<file path="config.mk">
export PLATFORM = sky130hd
export DESIGN_NAME = adc_convert_read_wake_seq
export DESIGN_NICKNAME = d
export VERILOG_FILES = /design/src/rtl/adc_seq_pkg.sv /design/src/rtl/word_fifo.sv /design/src/rtl/adc_convert_read_wake_seq.sv
export SDC_FILE = /design/constraint.sdc
export NUM_CORES = 1
export LEC_CHECK = 0
export ABC_AREA = 1
export BUFFER_PORTS_ARGS = -buffer_cell sky130_fd_sc_hd__buf_4
export CAP_MARGIN = 20
export CELL_PAD_IN_SITES_DETAIL_PLACEMENT = 1
export CELL_PAD_IN_SITES_GLOBAL_PLACEMENT = 2
export CORE_MARGIN = 3
export CORE_UTILIZATION = 25
export CTS_CLUSTER_SIZE = 40
export DETAILED_ROUTE_END_ITERATION = 8
export PLACE_DENSITY = 0.54
export SETUP_SLACK_MARGIN = 0.1
export SYNTH_ARGS = -nofsm -noshare
export SYNTH_HDL_FRONTEND = slang
export SYNTH_HIERARCHICAL = 1
export SYNTH_SLANG_ARGS = --single-unit
</file>
<file path="constraint.sdc">
create_clock -name ref_clk -period 4.1 [get_ports ref_clk]
set_clock_uncertainty 0.05 [all_clocks]
set_input_delay 0.205 -clock ref_clk [delete_from_list [all_inputs] [get_ports ref_clk]]
set_output_delay 0.205 -clock ref_clk [all_outputs]
set_load 0.01 [all_outputs]
</file>
<file path="src/rtl/adc_seq_pkg.sv">
package adc_seq_pkg;
	// Clock and time base
	localparam int CLK_PERIOD_NS  = 20;
	localparam int US_NS          = 1000;
	localparam int CYC_PER_US     = US_NS / CLK_PERIOD_NS;
	// Settling after the reset pulse falls, least time rounds up
	localparam int SETTLE_NS      = 25000;
	localparam int SETTLE_CYC     = (SETTLE_NS + CLK_PERIOD_NS - 1) / CLK_PERIOD_NS;
	// Longest response times (busy, bus enable), rounded down, at least one cycle
	localparam int BUSY_RISE_NS   = 15;
	localparam int BUS_EN_NS      = 12;
	localparam int RESP_CYC       = (BUS_EN_NS / CLK_PERIOD_NS < 1) ? 1 :
	                                BUS_EN_NS / CLK_PERIOD_NS;
	// Conversion length in microseconds is (2^(ratio_code+2) - 1): 3,7,...,255
	localparam int CONV_SHIFT_OFS = 2;
	localparam logic [2:0] OS_CODE_MAX = 3'h6;
	// Data path
	localparam int NUM_CH         = 6;
	localparam int WORD_W         = 16;
	localparam int FIFO_DEPTH     = 16;
	localparam int CONV_CNT_W     = 20;

	typedef struct packed {
		logic              first;   // Word belongs to the first channel
		logic [WORD_W-1:0] data;    // Conversion result
	} word_t;

	typedef enum logic [1:0] {
		ST_IDLE = 2'h0,
		ST_CONV = 2'h1,
		ST_PUSH = 2'h3
	} conv_state_t;
endpackage : adc_seq_pkg

</file>
<file path="src/rtl/word_fifo.sv">
`timescale 1ns/100ps
`default_nettype none
module word_fifo #(
	parameter int WIDTH = 17,
	parameter int DEPTH = 16
) (
	input  wire logic             clk,       // Block clock
	input  wire logic             rst_n,     // Synchronised reset, active low
	input  wire logic             clr,       // Drop all content
	input  wire logic             in_valid,  // Write side offers a word
	output logic                  in_ready,  // Room for a word
	input  wire logic [WIDTH-1:0] in_data,   // Word to store
	output logic                  out_valid, // A word is waiting
	input  wire logic             out_ready, // Read side takes the word
	output logic      [WIDTH-1:0] out_data   // Oldest word
);
	localparam int AW = $clog2(DEPTH);

	logic [WIDTH-1:0] mem_q [DEPTH];
	logic [AW-1:0]    wr_q;
	logic [AW-1:0]    rd_q;
	logic [AW:0]      cnt_q;
	logic             push;
	logic             pop;

	// Full and empty come straight from the fill count
	assign in_ready  = (cnt_q != (AW+1)'(DEPTH));
	assign out_valid = (cnt_q != '0);
	assign out_data  = mem_q[rd_q];
	assign push      = in_valid && in_ready;
	assign pop       = out_valid && out_ready;

	// Storage, written only on an accepted push
	always_ff @(posedge clk) begin
		if (push) begin
			mem_q[wr_q] <= in_data;
		end
	end

	// Pointers and count; wrap relies on power-of-two depth
	always_ff @(posedge clk or negedge rst_n) begin
		if (!rst_n) begin
			wr_q  <= '0;
			rd_q  <= '0;
			cnt_q <= '0;
		end else if (clr) begin
			wr_q  <= '0;
			rd_q  <= '0;
			cnt_q <= '0;
		end else begin
			if (push) begin
				wr_q <= wr_q + 1'b1;
			end
			if (pop) begin
				rd_q <= rd_q + 1'b1;
			end
			cnt_q <= cnt_q + (AW+1)'(push) - (AW+1)'(pop);
		end
	end
endmodule : word_fifo
`default_nettype wire

</file>
<file path="src/rtl/adc_convert_read_wake_seq.sv">
`timescale 1ns/100ps
`default_nettype none
// Behaviour
// Host waits 50 ms (internal) or 13 ms (external reference) before reset.
// Host holds reset high at least 50 ns.
// Host waits 25 us after reset falls before any convert start.
// Busy stays high 3..255 us following oversampling ratio 1..64.
// Host spaces conversion cycles 4, 5.6 or 8 us by read style.
// Busy rises within 15 ns after the later convert-start rising edge.
// Data bus leaves high impedance on select fall, floats on select rise.
// Each read strobe fall presents the next word within 17 ns.
// Tied strobes: fall drives the flag, rise floats the bus.
// Separate strobes: select fall drives the flag low before reads.
// Separate strobes: each read fall updates the flag level.
// Flag floats within 10 ns of select rising.
// Words come in channel order; flag high only for the first channel.
module adc_convert_read_wake_seq
	import adc_seq_pkg::*;
#(
	parameter int CONV_UNIT_CYC = adc_seq_pkg::CYC_PER_US
) (
	input  wire logic                          ref_clk,           // 50 MHz clock
	input  wire logic                          nrst,              // Async reset, active low
	input  wire logic                          standby_control_n, // Low holds the part asleep
	input  wire logic                          reset_pulse,       // Host reset, active high
	input  wire logic [2:0]                    os_ratio,          // Oversampling code 0..6
	input  wire logic                          convert_start_a,   // Convert start, first group
	input  wire logic                          convert_start_b,   // Convert start, second group
	input  wire logic                          strobes_tied,      // Select and read tied
	input  wire logic                          cs_n,              // Chip select, active low
	input  wire logic                          rd_n,              // Read strobe, active low
	input  wire logic [adc_seq_pkg::NUM_CH*adc_seq_pkg::WORD_W-1:0] channel_words, // Core results
	output logic                               busy,              // Conversion in progress
	output logic [adc_seq_pkg::WORD_W-1:0]     parallel_data_bus, // Data bus value
	output logic                               parallel_data_bus_oe, // Data bus driven
	output logic                               first_word_flag,   // First-word flag value
	output logic                               first_word_flag_oe // Flag driven
);
	import adc_seq_pkg::*;

	logic                  rst_meta_q;
	logic                  rst_n;
	conv_state_t           state_q;
	logic [CONV_CNT_W-1:0] conv_cnt_q;
	logic [13:0]           settle_q;
	logic                  cva_prev_q;
	logic                  cvb_prev_q;
	logic                  arm_a_q;
	logic                  arm_b_q;
	logic                  cs_prev_q;
	logic                  rd_prev_q;
	logic [2:0]            ch_q;
	logic                  busy_q;
	logic [WORD_W-1:0]     bus_q;
	logic                  bus_oe_q;
	logic                  flag_q;
	logic                  flag_oe_q;
	logic                  allow_conv;
	logic                  start_conv;
	logic                  cs_fall;
	logic                  cs_rise;
	logic                  rd_fall;
	logic                  pop;
	logic [2:0]            os_eff;
	logic [CONV_CNT_W-1:0] conv_len;
	word_t                 push_word;
	word_t                 head_word;
	logic                  push_ready;
	logic                  head_valid;

	// Reset release through two flip-flops
	always_ff @(posedge ref_clk or negedge nrst) begin
		if (!nrst) begin
			rst_meta_q <= 1'b0;
			rst_n      <= 1'b0;
		end else begin
			rst_meta_q <= 1'b1;
			rst_n      <= rst_meta_q;
		end
	end

	// Edge history of the host strobes
	always_ff @(posedge ref_clk or negedge rst_n) begin
		if (!rst_n) begin
			cva_prev_q <= 1'b0;
			cvb_prev_q <= 1'b0;
			cs_prev_q  <= 1'b1;
			rd_prev_q  <= 1'b1;
		end else begin
			cva_prev_q <= convert_start_a;
			cvb_prev_q <= convert_start_b;
			cs_prev_q  <= cs_n;
			rd_prev_q  <= rd_n;
		end
	end

	assign cs_fall = cs_prev_q && !cs_n;
	assign cs_rise = !cs_prev_q && cs_n;
	assign rd_fall = rd_prev_q && !rd_n && !cs_n;

	// Settle counter after the host reset; starts inside it are ignored, not queued
	always_ff @(posedge ref_clk or negedge rst_n) begin
		if (!rst_n) begin
			settle_q <= '0;
		end else if (reset_pulse || !standby_control_n) begin
			settle_q <= 14'(SETTLE_CYC);
		end else if (settle_q != '0) begin
			settle_q <= settle_q - 14'h1;
		end
	end

	assign allow_conv = standby_control_n && !reset_pulse && (settle_q == '0)
	                    && (state_q == ST_IDLE);

	// Each input arms on its own rising edge; the later edge launches the conversion
	always_ff @(posedge ref_clk or negedge rst_n) begin
		if (!rst_n) begin
			arm_a_q <= 1'b0;
			arm_b_q <= 1'b0;
		end else if (!allow_conv || start_conv) begin
			arm_a_q <= 1'b0;
			arm_b_q <= 1'b0;
		end else begin
			if (convert_start_a && !cva_prev_q) begin
				arm_a_q <= 1'b1;
			end
			if (convert_start_b && !cvb_prev_q) begin
				arm_b_q <= 1'b1;
			end
		end
	end

	assign start_conv = allow_conv
	                    && (arm_a_q || (convert_start_a && !cva_prev_q))
	                    && (arm_b_q || (convert_start_b && !cvb_prev_q));

	// Codes above the largest ratio fall back to the largest one
	assign os_eff   = (os_ratio > OS_CODE_MAX) ? OS_CODE_MAX : os_ratio;
	assign conv_len = CONV_CNT_W'((((1 << (32'(os_eff) + CONV_SHIFT_OFS)) - 1)
	                  * CONV_UNIT_CYC) - 1);

	// Sequencer: busy for the ratio's time, then load all channels into the buffer
	always_ff @(posedge ref_clk or negedge rst_n) begin
		if (!rst_n) begin
			state_q    <= ST_IDLE;
			conv_cnt_q <= '0;
			ch_q       <= '0;
			busy_q     <= 1'b0;
		end else if (reset_pulse) begin
			state_q    <= ST_IDLE;
			conv_cnt_q <= '0;
			ch_q       <= '0;
			busy_q     <= 1'b0;
		end else begin
			case (state_q)
				ST_IDLE: begin
					if (start_conv) begin
						state_q    <= ST_CONV;
						conv_cnt_q <= conv_len;
						busy_q     <= 1'b1;
					end
				end
				ST_CONV: begin
					if (conv_cnt_q == '0) begin
						state_q <= ST_PUSH;
						ch_q    <= '0;
						busy_q  <= 1'b0;
					end else begin
						conv_cnt_q <= conv_cnt_q - 1'b1;
					end
				end
				ST_PUSH: begin
					// Stalls here while the buffer is full, so no word is dropped
					if (push_ready) begin
						if (ch_q == 3'(NUM_CH - 1)) begin
							state_q <= ST_IDLE;
						end
						ch_q <= ch_q + 3'h1;
					end
				end
				default: begin
					state_q <= ST_IDLE;
				end
			endcase
		end
	end

	assign push_word.first = (ch_q == 3'h0);
	assign push_word.data  = channel_words[32'(ch_q)*WORD_W +: WORD_W];
	assign pop             = rd_fall && head_valid;

	word_fifo #(
		.WIDTH ($bits(word_t)),
		.DEPTH (FIFO_DEPTH)
	) u_fifo (
		.clk       (ref_clk),
		.rst_n     (rst_n),
		.clr       (reset_pulse),
		.in_valid  (state_q == ST_PUSH),
		.in_ready  (push_ready),
		.in_data   (push_word),
		.out_valid (head_valid),
		.out_ready (pop),
		.out_data  (head_word)
	);

	// Bus enable follows select one cycle later
	always_ff @(posedge ref_clk or negedge rst_n) begin
		if (!rst_n) begin
			bus_oe_q  <= 1'b0;
			flag_oe_q <= 1'b0;
		end else if (cs_rise || cs_n) begin
			bus_oe_q  <= 1'b0;
			flag_oe_q <= 1'b0;
		end else if (cs_fall) begin
			bus_oe_q  <= 1'b1;
			flag_oe_q <= 1'b1;
		end
	end

	// Word and flag update; a read strobe outranks the select edge in separate mode
	always_ff @(posedge ref_clk or negedge rst_n) begin
		if (!rst_n) begin
			bus_q  <= '0;
			flag_q <= 1'b0;
		end else if (rd_fall) begin
			if (head_valid) begin
				bus_q  <= head_word.data;
				flag_q <= head_word.first;
			end else begin
				flag_q <= 1'b0;            // Empty read leaves the old word
			end
		end else if (cs_fall && !strobes_tied) begin
			flag_q <= 1'b0;
		end
	end

	assign busy                 = busy_q;
	assign parallel_data_bus    = bus_q;
	assign parallel_data_bus_oe = bus_oe_q;
	assign first_word_flag      = flag_q;
	assign first_word_flag_oe   = flag_oe_q;
endmodule : adc_convert_read_wake_seq
`default_nettype wire

</file>
After elaboration in Yosys (flattened, before gate mapping)
Memory sizes are Yosys's and may differ from the RTL's. Index checks and enable logic that the tools add are counted.

Bits in registers: 79. RAM bits: 272. Input bits: 108. Output and inout bits: 20. Word-level logic and storage cells: 129. Memories kept: 1.

Memories: u_fifo.mem_q (depth 16, width 17, rd ports 1, clocked after Yosys merged registers in 0, write ports 1, RTL line word_fifo.sv:19) `logic [WIDTH-1:0] mem_q [DEPTH];`.

$add $sub $neg: 10. Multiply operators: 1. Order comparisons: 1. Equal/unequal tests: 9. Shift-type cells: 2. Muxes and demuxes: 37. Reduce and logical (&&, ||, !) cells: 49.

Operators by type and width (number): $shiftx A96 B8 Y16 (1); $mux W20 (3); $pmux W20 S2 (1); $mul A32 B6 Y19 const B (1); $shl A1 B4 Y32 const A (1); $sub A32 B2 Y32 const B (1); $mux W14 (2); $logic_not A20 Y1 (1); $sub A20 B1 Y20 const B (1); $sub A20 B2 Y20 const B (1); $mux W4 (4); $logic_and A1 B1 Y1 (15); $ne A3 B3 Y1 const B (5); $logic_not A14 Y1 (1); $mux W1 (14); $reduce_bool A14 Y1 (1); $reduce_bool A2 Y1 (7); $sub A14 B1 Y14 const B (1); $mux W3 (4); $mux W2 (5); $logic_not A1 Y1 (9); $reduce_and A3 Y1 (3); $add A4 B1 Y4 const B (2); $pmux W2 S3 (1); 19 further kinds (24).

Longest topological paths before layout
Gate-level depths: netlist of run 1.

Depth in word-level cells: 10. Depth in mapped cells: 29. Mapped depth without buffers: 29.

By module
Netlist of run 1, hierarchy kept.

Modules (own cells, without submodules): word_fifo (instances 1, cells an instance 1184, area each 12299.3 sq um, seq. area each 8493.1 sq um); adc_convert_read_wake_seq (instances 1, cells an instance 898, area each 6045.8 sq um, seq. area each 1654.1 sq um).

Least setup slack after synthesis of run 1
No wires, ideal clock.

Kind: in2reg. Start: in os_ratio[1]. End: reg conv_cnt_q[16]. Library setup time: 0.116 ns. Data arrival time: 4.005 ns. Required time: 3.934 ns. Slack: -0.072 ns. Stages on the path: 24. Buffers on the path: 0. Cell sequence: inv_2 ha_1 nor2_1 nand2_1 ha_1 xor2_1 ha_1 ha_1 xnor2_1 ha_1 ha_1 fa_1 inv_1 nand2_1 nor2_1 nand3_1 nor2_2 nand4_1 nor2_2 nand2_1 nand2_1 nand3_1 nand2_1 nand2_1.

Cells in the longest elaborated chain, start to end: 10.

Ends and longest elaborated chain: from (decl) (RTL line adc_convert_read_wake_seq.sv:26) `input wire logic [2:0] os_ratio,`; $gt A3 B3 Y1 (RTL line adc_convert_read_wake_seq.sv:138) `assign os_eff = (os_ratio > OS_CODE_MAX) ? OS_CODE_MAX : os_ratio;`; $mux W3 * (RTL line adc_convert_read_wake_seq.sv:138); $add A3 B2 Y4 * (RTL line adc_convert_read_wake_seq.sv:139) `assign conv_len = CONV_CNT_W'((((1 << (32'(os_eff) + CONV_SHIFT_OFS)) - 1)`; $shl A1 B4 Y32 * (RTL line adc_convert_read_wake_seq.sv:139); $sub A32 B2 Y32 * (RTL line adc_convert_read_wake_seq.sv:139); $mul A32 B6 Y19 * (RTL line adc_convert_read_wake_seq.sv:140) `* CONV_UNIT_CYC) - 1);`; $sub A20 B2 Y20 * (RTL line adc_convert_read_wake_seq.sv:140); $mux W20 * (RTL line adc_convert_read_wake_seq.sv:157) `if (start_conv) begin`; $pmux W20 S2 * (RTL line adc_convert_read_wake_seq.sv:155) `case (state_q)`; $mux W20 * (RTL line adc_convert_read_wake_seq.sv:149) `end else if (reset_pulse) begin`; to (signal assigned) (RTL line adc_convert_read_wake_seq.sv:159) `conv_cnt_q <= conv_len;`; to (signal assigned) (RTL line adc_convert_read_wake_seq.sv:169) `conv_cnt_q <= conv_cnt_q - 1'b1;`; to (decl) (RTL line adc_convert_read_wake_seq.sv:44) `logic [CONV_CNT_W-1:0] conv_cnt_q;`.

Every way passes the cells marked *; elsewhere a longest branch is shown, timed or not. The select of a mux whose other input is x is not followed. A chain may end at the register's enable or synchronous reset.

Worst setup path in the final report of run 1
Start: in os_ratio[2]. End: reg conv_cnt_q[12].

Same word-level chain as after synthesis.

==> flow_metrics.env, run 1 <==
export IMPL_status="finished, final reports clean"
export IMPL_finalCriticalPeriod_ns=3.675
export IMPL_cts_inserted_buffers=44
export IMPL_fin_crit_sh_pct=89.64
export IMPL_fmax_ghz=0.2721
export IMPL_synth_cell_types=45
export IMPL_reg2reg_to="u_fifo/cnt_q[4]"
export IMPL_path_clk_slew_ns=0.06
export IMPL_num_vias=14490
export IMPL_ys_seq_area_share_pct=55.31
export IMPL_routed_wl_um=63100
export IMPL_cts_sinks=351
export IMPL_ant_nets=0
export IMPL_grt_overflow=0
export IMPL_syn_area_um2=18350
export IMPL_power_density_nw_per_um2=525.2
export IMPL_critPathLaunchType="input port"
export IMPL_holdWs_ns=0.1761
export IMPL_cts_htree_levels=2
export IMPL_drive_gt1_share_pct=16.15
export IMPL_gp_congestion=0.7744
export IMPL_ys_ff_latch=351
export IMPL_critical_path_class="input port to flip-flop"
export IMPL_portBuffers=127
export IMPL_path_max_fanout=3
export IMPL_hold_end="u_fifo/mem_q[7][2]"
export IMPL_worstMarginPinSlew_ns=1.031
export IMPL_synth_edf_count=272
export IMPL_setup_viol=0
export IMPL_syn_inst=2082
export IMPL_grt_max_degree=122
export IMPL_dp_hpwl_um=41990
export IMPL_antenna_found_initial=0
export IMPL_post_drt_via_cell_ratio=4.413
export IMPL_diodes=0
export IMPL_die_x_um=276.9
export IMPL_peakVddDrop_mv=0.2700
export IMPL_tns_ns=0
export IMPL_grt_pass1_vias=15020
export IMPL_dieArea_um2=76670
export IMPL_post_synth_cell_area_avg_um2=8.811
export IMPL_hold_viol=0
export IMPL_area_growth_pct=23.14
export IMPL_final_nets=2483
export IMPL_arrival_ns=4.08
export IMPL_hold_class="input port to flip-flop"
export IMPL_clk_latency_ns=0.56
export IMPL_min_from="channel_words[66]"
export IMPL_max_slew_margin_pct=31.28
export IMPL_reg2reg_depth=15
export IMPL_die_h_um=276.9
export IMPL_drt_iter0_drc=610
export IMPL_grt_pass1_wl_um=94890
export IMPL_start_util_pct=25.44
export IMPL_drv_cap=0
export IMPL_timing_rr_start="u_fifo/cnt_q[3]"
export IMPL_synth_flop_cell="edfxtp_1"
export IMPL_ios=128
export IMPL_slew_violations=0
export IMPL_tritoncts="done"
export IMPL_post_drt_wl_per_cell_um=19.22
export IMPL_worst_ep_required_time_ns=4.50
export IMPL_std_cell_rows=98
export IMPL_worst_setup_path_end_kind="flip-flop"
export IMPL_core_um2=72100
export IMPL_p_leak_uw=0.01005
export IMPL_holdPathStages=4
export IMPL_cts_root_buf="clkbuf_16"
export IMPL_first_pass_iters=5
export IMPL_reg2reg_slack_ns=1.14
export IMPL_final_util_pct=31.33
export IMPL_async_flop_share_pct=22.51
export IMPL_drc=0
export IMPL_clk_path_buf_depth=3
export IMPL_ys_warn_count=6
export IMPL_grt_setup_unrepaired="no"
export IMPL_track_usage_pct=16.22
[cell usage in the layout, fill, tap and decap left out, types with 5 or more instances in the layout]
master | netlist | routed
nand2_1 | 668 | 667
edfxtp_1 | 272 | 272
inv_1 | 238 | 238
buf_4 | 8 | 227
nor2_1 | 238 | 221
nand3_1 | 161 | 161
o21ai_0 | 99 | 84
dfrtp_1 | 77 | 74
ha_1 | 66 | 62
clkbuf_16 | 0 | 46
a21oi_1 | 31 | 30
nor2_2 | 10 | 26
o22ai_1 | 20 | 20
o21ai_1 | 4 | 18
xor2_1 | 18 | 18
nand4_1 | 15 | 15
clkinv_1 | 6 | 12
nor3_1 | 15 | 12
fa_1 | 11 | 11
clkbuf_1 | 29 | 11
clkinv_2 | 0 | 10
dlygate4sd3_1 | 0 | 9
o21ai_2 | 7 | 8
inv_2 | 10 | 8
clkbuf_8 | 0 | 6
nor3_2 | 2 | 5
nand3b_1 | 5 | 5
[logic make-up (layout without fill, tap and decap cells)]
| kind of cell | count (synthesis) | count (layout) | synth area share [%] |
|---|---|---|---|
| and+or+nand+nor | 1131 | 1131 | 25.30 |
| DFF | 351 | 351 | 55.31 |
| buffers and inverters | 329 | 580 | 7.516 |
| AOI/OAI and AO/OA | 170 | 170 | 5.047 |
| adders and majority gates | 77 | 77 | 5.702 |
| xor gates and xnor gates | 23 | 23 | 1.098 |
| other | 1 | 2 | 0.02044 |
[layout make-up]
type / instances / area, um2
timing repair buffer: 242 / 1899
inverter: 256 / 969.7
clock buffer: 62 / 1261
clock inverter: 20 / 182.7
fill: 8387 / 49510
sequential: 351 / 10160
multi-input combinational: 1403 / 6933
tap: 950 / 1189
[critical path, stage by stage]
cell and delay (ns):
buf_4 0.13, inv_1 0.10, ha_4 0.22, nor2_4 0.13
nand2_2 0.09, ha_2 0.19, xor2_1 0.22, ha_1 0.28
ha_1 0.31, xnor2_2 0.14, ha_1 0.29, ha_1 0.22
fa_1 0.45, inv_1 0.09, nand2_1 0.05, nor2_1 0.08
nand3_1 0.12, nor2_2 0.13, buf_4 0.12, nand2_1 0.08
o21ai_0 0.16, nand3b_1 0.09, nand3_1 0.10, nand2_1 0.05
[where the power goes]
part	switching, uW	total, uW	internal (uW)
clock	1560	3890	2330
sequential	222	4570	4350
combinational	2230	3400	1170
[cell usage after synthesis (3+ instances only)]
| cell | instances | area (um2) |
|---|---|---|
| xor2_1 | 18 | 157.7 |
| clkbuf_1 | 29 | 108.9 |
| nand2_1 | 668 | 2507 |
| nand2_2 | 3 | 18.77 |
| fa_1 | 11 | 220.2 |
| inv_1 | 238 | 893.4 |
| o22ai_1 | 20 | 125.1 |
| a21oi_1 | 31 | 155.2 |
| dfrtp_1 | 77 | 1927 |
| buf_2 | 24 | 120.1 |
| edfxtp_1 | 272 | 8168 |
| xnor2_1 | 5 | 43.79 |
| buf_4 | 8 | 60.06 |
| ha_1 | 66 | 825.8 |
| nor2_1 | 238 | 893.4 |
| nand3b_1 | 5 | 37.54 |
| o21ai_2 | 7 | 61.31 |
| o21ai_1 | 4 | 20.02 |
| nor3_1 | 15 | 75.07 |
| nand3_1 | 161 | 805.8 |
| nor2_4 | 3 | 33.78 |
| o21ai_0 | 99 | 495.5 |
| nor2_2 | 10 | 62.56 |
| inv_2 | 10 | 37.54 |
| clkinv_1 | 6 | 22.52 |
| nand4_1 | 15 | 93.84 |
| buf_6 | 9 | 101.4 |
| nand3_2 | 4 | 40.04 |
[layer usage]
metal	global-route usage (%)	vias up	wire length [um]
met3	1.846	71	1085
met1	20.60	7146	28660
met2	29.24	111	31870
li1	-	7164	-
met5	0	-	0
met4	4.108	0	1492
[repair_timing]
| item | in CTS | in global routing |
|---|---|---|
| endpoints found under the hold margin | 16 | 0 |
| hold buffers | 9 | 0 |
| resized for setup | 0 | 7 |
| endpoints found under the setup margin | 0 | 5 |
| buffers inserted | 0 | 1 |
[stage by stage]
step           std cells  power [uW]  worst slack [ns]  cell area, um2
2_1_floorplan       2083        6645            0.1046           18380
3_3_place_gp        3189        8049           -0.1608           20980
3_5_place_dp        3190        8104           -0.3378           20990
4_1_cts             3281       12100            0.2775           22520
5_1_grt             3284       12640           0.08610           22590
6_report            3284       11860            0.4248           22590
[sequential cells by signal (all words and copies together), names as in the netlist, 2 cells and up]
name,count
u_fifo/mem_q,272
conv_cnt_q,20
parallel_data_bus,16
settle_q,14
u_fifo/cnt_q,5
u_fifo/rd_q,4
u_fifo/wr_q,4
ch_q,3
state_q,2
[worst max path at each step]
stage	startpoint	end	slack, ns	cells after the start
6_report	os_ratio[2]	conv_cnt_q[12]	0.42	24
5_1_grt	os_ratio[2]	conv_cnt_q[10]	0.09	25
4_1_cts	os_ratio[1]	conv_cnt_q[16]	0.28	28
3_5_place_dp	os_ratio[1]	conv_cnt_q[16]	-0.34	28
3_3_place_gp	os_ratio[2]	conv_cnt_q[16]	-0.16	27
2_1_floorplan	os_ratio[1]	conv_cnt_q[16]	0.10	23
Power figures use the tool's default switching activity.
==> run 2: changes to the inputs <==
- PLACE_DENSITY: 0.54 -> 0.52
- SYNTH_HIERARCHICAL: 1 -> not set
==> run 2 against run 1 <==
  * Synthesized cell count fell by 19%
  * Worst setup slack improved by 0.027 ns
  * Final area fell by 5.2%
  * Die area fell by 5.7%
  * Maximum frequency rose by 0.73%
  * First-iteration DRC count rose by 15%
  * Critical path type unchanged
  * Critical endpoint is now conv_cnt_q[16]
==> flow_metrics.env, run 2 <==
export IMPL_status="finished, final reports clean"
export IMPL_start_util_pct=25.49
export IMPL_post_drt_via_cell_ratio=4.775
export IMPL_min_from="channel_words[84]"
export IMPL_layout_commonest_cell="edfxtp_1"
export IMPL_hold_end="u_fifo.mem_q[10][4]"
export IMPL_drv_cap=0
export IMPL_final_cell_mix="edfxtp_1, nor2_1, buf_4, o21ai_0, nand2_1"
export IMPL_ys_seq_area_share_pct=58.76
export IMPL_portBuffers=127
export IMPL_syn_area_um2=17270
export IMPL_clk_latency_ns=0.57
export IMPL_reg2reg_slack_ns=1.34
export IMPL_slowest_stage="fa_1"
export IMPL_max_slew_margin_pct=32.59
export IMPL_track_usage_pct=16.56
export IMPL_die_x_um=268.8
export IMPL_crit_top_cell="nand2_1"
export IMPL_ys_warn_count=0
export IMPL_final_nets=2085
export IMPL_peakVddDrop_mv=0.2675
export IMPL_synth_top_cell_area_share_pct=47.30
export IMPL_ant_nets=0
export IMPL_ios=128
export IMPL_syn_inst=1695
export IMPL_worstMarginPinSlew_ns=1.011
export IMPL_post_synth_cell_area_avg_um2=10.19
export IMPL_worst_setup_path_end_kind="flip-flop"
export IMPL_fin_area_um2=21420
export IMPL_fin_crit_sh_pct=88.99
export IMPL_grt_pass1_wl_um=90210
export IMPL_regMostFlops="u_fifo.mem_q"
export IMPL_yosys_area_top_type="edfxtp_1"
export IMPL_synth_cell_types=55
export IMPL_grt_overflow=0
export IMPL_dpl_cell_area_um2=19850
export IMPL_power_density_nw_per_um2=543.8
export IMPL_tritoncts="done"
export IMPL_fin_cells=2808
export IMPL_cp_top_family="adder cells"
export IMPL_finalCriticalPeriod_ns=3.649
export IMPL_async_flop_share_pct=22.51
export IMPL_hold_class="input port to flip-flop"
export IMPL_cts_root_buf="clkbuf_16"
export IMPL_dieArea_um2=72270
export IMPL_synth_flop_cell="edfxtp_1"
export IMPL_yosysMostFrequentCell="nor2_1"
export IMPL_critPathLaunchType="input port"
export IMPL_die_h_um=268.8
export IMPL_path_clk_slew_ns=0.06
export IMPL_hold_viol=0
export IMPL_reg2reg_to="u_fifo.cnt_q[4]"
export IMPL_drc=0
export IMPL_std_cell_rows=95
export IMPL_synthTopCellsByCount="nor2_1, edfxtp_1, o21ai_0"
export IMPL_holdPathStages=3
export IMPL_timing_rr_start="u_fifo.cnt_q[2]"
export IMPL_p_leak_uw=0.008335
export IMPL_core_um2=67750
export IMPL_total_power_uw=11650
export IMPL_drt_iter0_drc=701
export IMPL_setup_viol=0
export IMPL_place_inst=2717
export IMPL_dp_hpwl_um=38370
export IMPL_ys_ff_latch=351
export IMPL_area_growth_pct=24.01
export IMPL_antenna_found_initial=0
export IMPL_routed_wl_um=59560
export IMPL_num_vias=13410
export IMPL_post_drt_wl_per_cell_um=21.21
export IMPL_gp_congestion=0.7583
export IMPL_drive_gt1_share_pct=19.28
export IMPL_grt_pass1_vias=14330
export IMPL_grt_max_degree=106
export IMPL_worst_ep_required_time_ns=4.50
export IMPL_clk_path_buf_depth=3
export IMPL_grt_setup_unrepaired="no"
export IMPL_cts_htree_levels=2
export IMPL_first_pass_iters=5
export IMPL_reg2reg_depth=14
export IMPL_slew_violations=0
export IMPL_path_max_fanout=4
export IMPL_critPathMaxStageDelay_ns=0.45
export IMPL_crit_buf_inv=4
export IMPL_diodes=0
export IMPL_largest_register_ff_count=272
export IMPL_cts_inserted_buffers=43
export IMPL_synthTopCellsByArea="edfxtp_1, dfrtp_1, o21ai_0"
export IMPL_cts_sinks=351
export IMPL_fmax_ghz=0.2741
export IMPL_arrival_ns=4.05
export IMPL_critical_path_class="input port to flip-flop"
export IMPL_synth_edf_count=272
-- run 2: changes by cell type after synthesis, sizes merged, moves of 35 or more --
cell	delta
nand2	-485
o21ai	+135
inv	-116
nand3	-98
nor2	+50
o221ai	+46
clkbuf	+35
-- run 2: what timing repair did --
action                                  in CTS  in global routing
endpoints found under the setup margin       0                  6
endpoints found under the hold margin       21                  0
buffers inserted                             0                  0
resized for setup                            0                 19
hold buffers                                 9                  0
-- run 2: worst max path at each step --
stage | from | endpoint | cells past startpoint
global route | os_ratio[1] | conv_cnt_q[16] | 26
floorplan | os_ratio[1] | conv_cnt_q[16] | 25
global placement | os_ratio[1] | conv_cnt_q[16] | 25
detailed placement | os_ratio[1] | conv_cnt_q[16] | 25
CTS | os_ratio[1] | conv_cnt_q[16] | 25
finish | os_ratio[2] | conv_cnt_q[16] | 25
-- run 2: logic make-up (layout without fill, tap and decap cells) --
group           after synthesis  count (layout)  share of synthesized area [%]
fa+ha+maj                    77              77                          6.057
simple gates                598             598                          14.55
flops                       351             351                          58.76
buf+inv                     218             457                          4.862
xor+xnor                     22              22                          1.116
other cells                   1               2                        0.02172
compound gates              428             428                          14.64
-- run 2: worst reg2reg max path: stages (launching register included) --
cell      delay, ns
dfrtp_1        0.38
inv_1          0.09
ha_1           0.17
nand4_1        0.18
nand2_1        0.19
clkinv_1       0.15
ha_1           0.30
inv_1          0.04
ha_1           0.22
fa_1           0.41
nand2_1        0.08
a21oi_1        0.06
nor2_1         0.11
xor2_1         0.16
nor2_1         0.06
-- run 2: power by group --
part           switching, uW  total [uW]  internal, uW
logic                   2180        3390          1210
registers                240        4600          4360
clock network           1540        3660          2120
total                   3960       11600          7690
-- run 2: area by class of cell --
| class | count | area (um2) |
|---|---|---|
| clock inverter | 23 | 212.7 |
| timing repair buffer | 238 | 1844 |
| sequential | 351 | 10160 |
| inverter | 139 | 525.5 |
| fill | 7607 | 46340 |
| multi-input combinational | 1127 | 6435 |
| clock buffer | 57 | 1149 |
| tap | 873 | 1092 |
-- run 2: per-layer routing --
metal / vias to the layer above / GRT usage (%) / part of all wire [%]
met5: - / 0 / 0
li1: 6411 / - / -
met2: 147 / 28.77 / 50
met4: 0 / 3.533 / 1.7
met1: 6783 / 22.24 / 46
met3: 67 / 1.934 / 2.3
-- run 2: stage by stage --
step	utilization (%)	hold WS, ns	TNS [ns]	setup WS [ns]
final	31.61	0.1407	0	0.4514
after CTS	31.44	0.1336	0	0.2573
after global routing	31.61	0.1627	0	0.08705
after floorplan	-	-0.1406	0	0.1092
after detailed placement	29.30	-0.06241	-1.390	-0.3313
after global placement	29.27	-0.06336	-0.5680	-0.1813
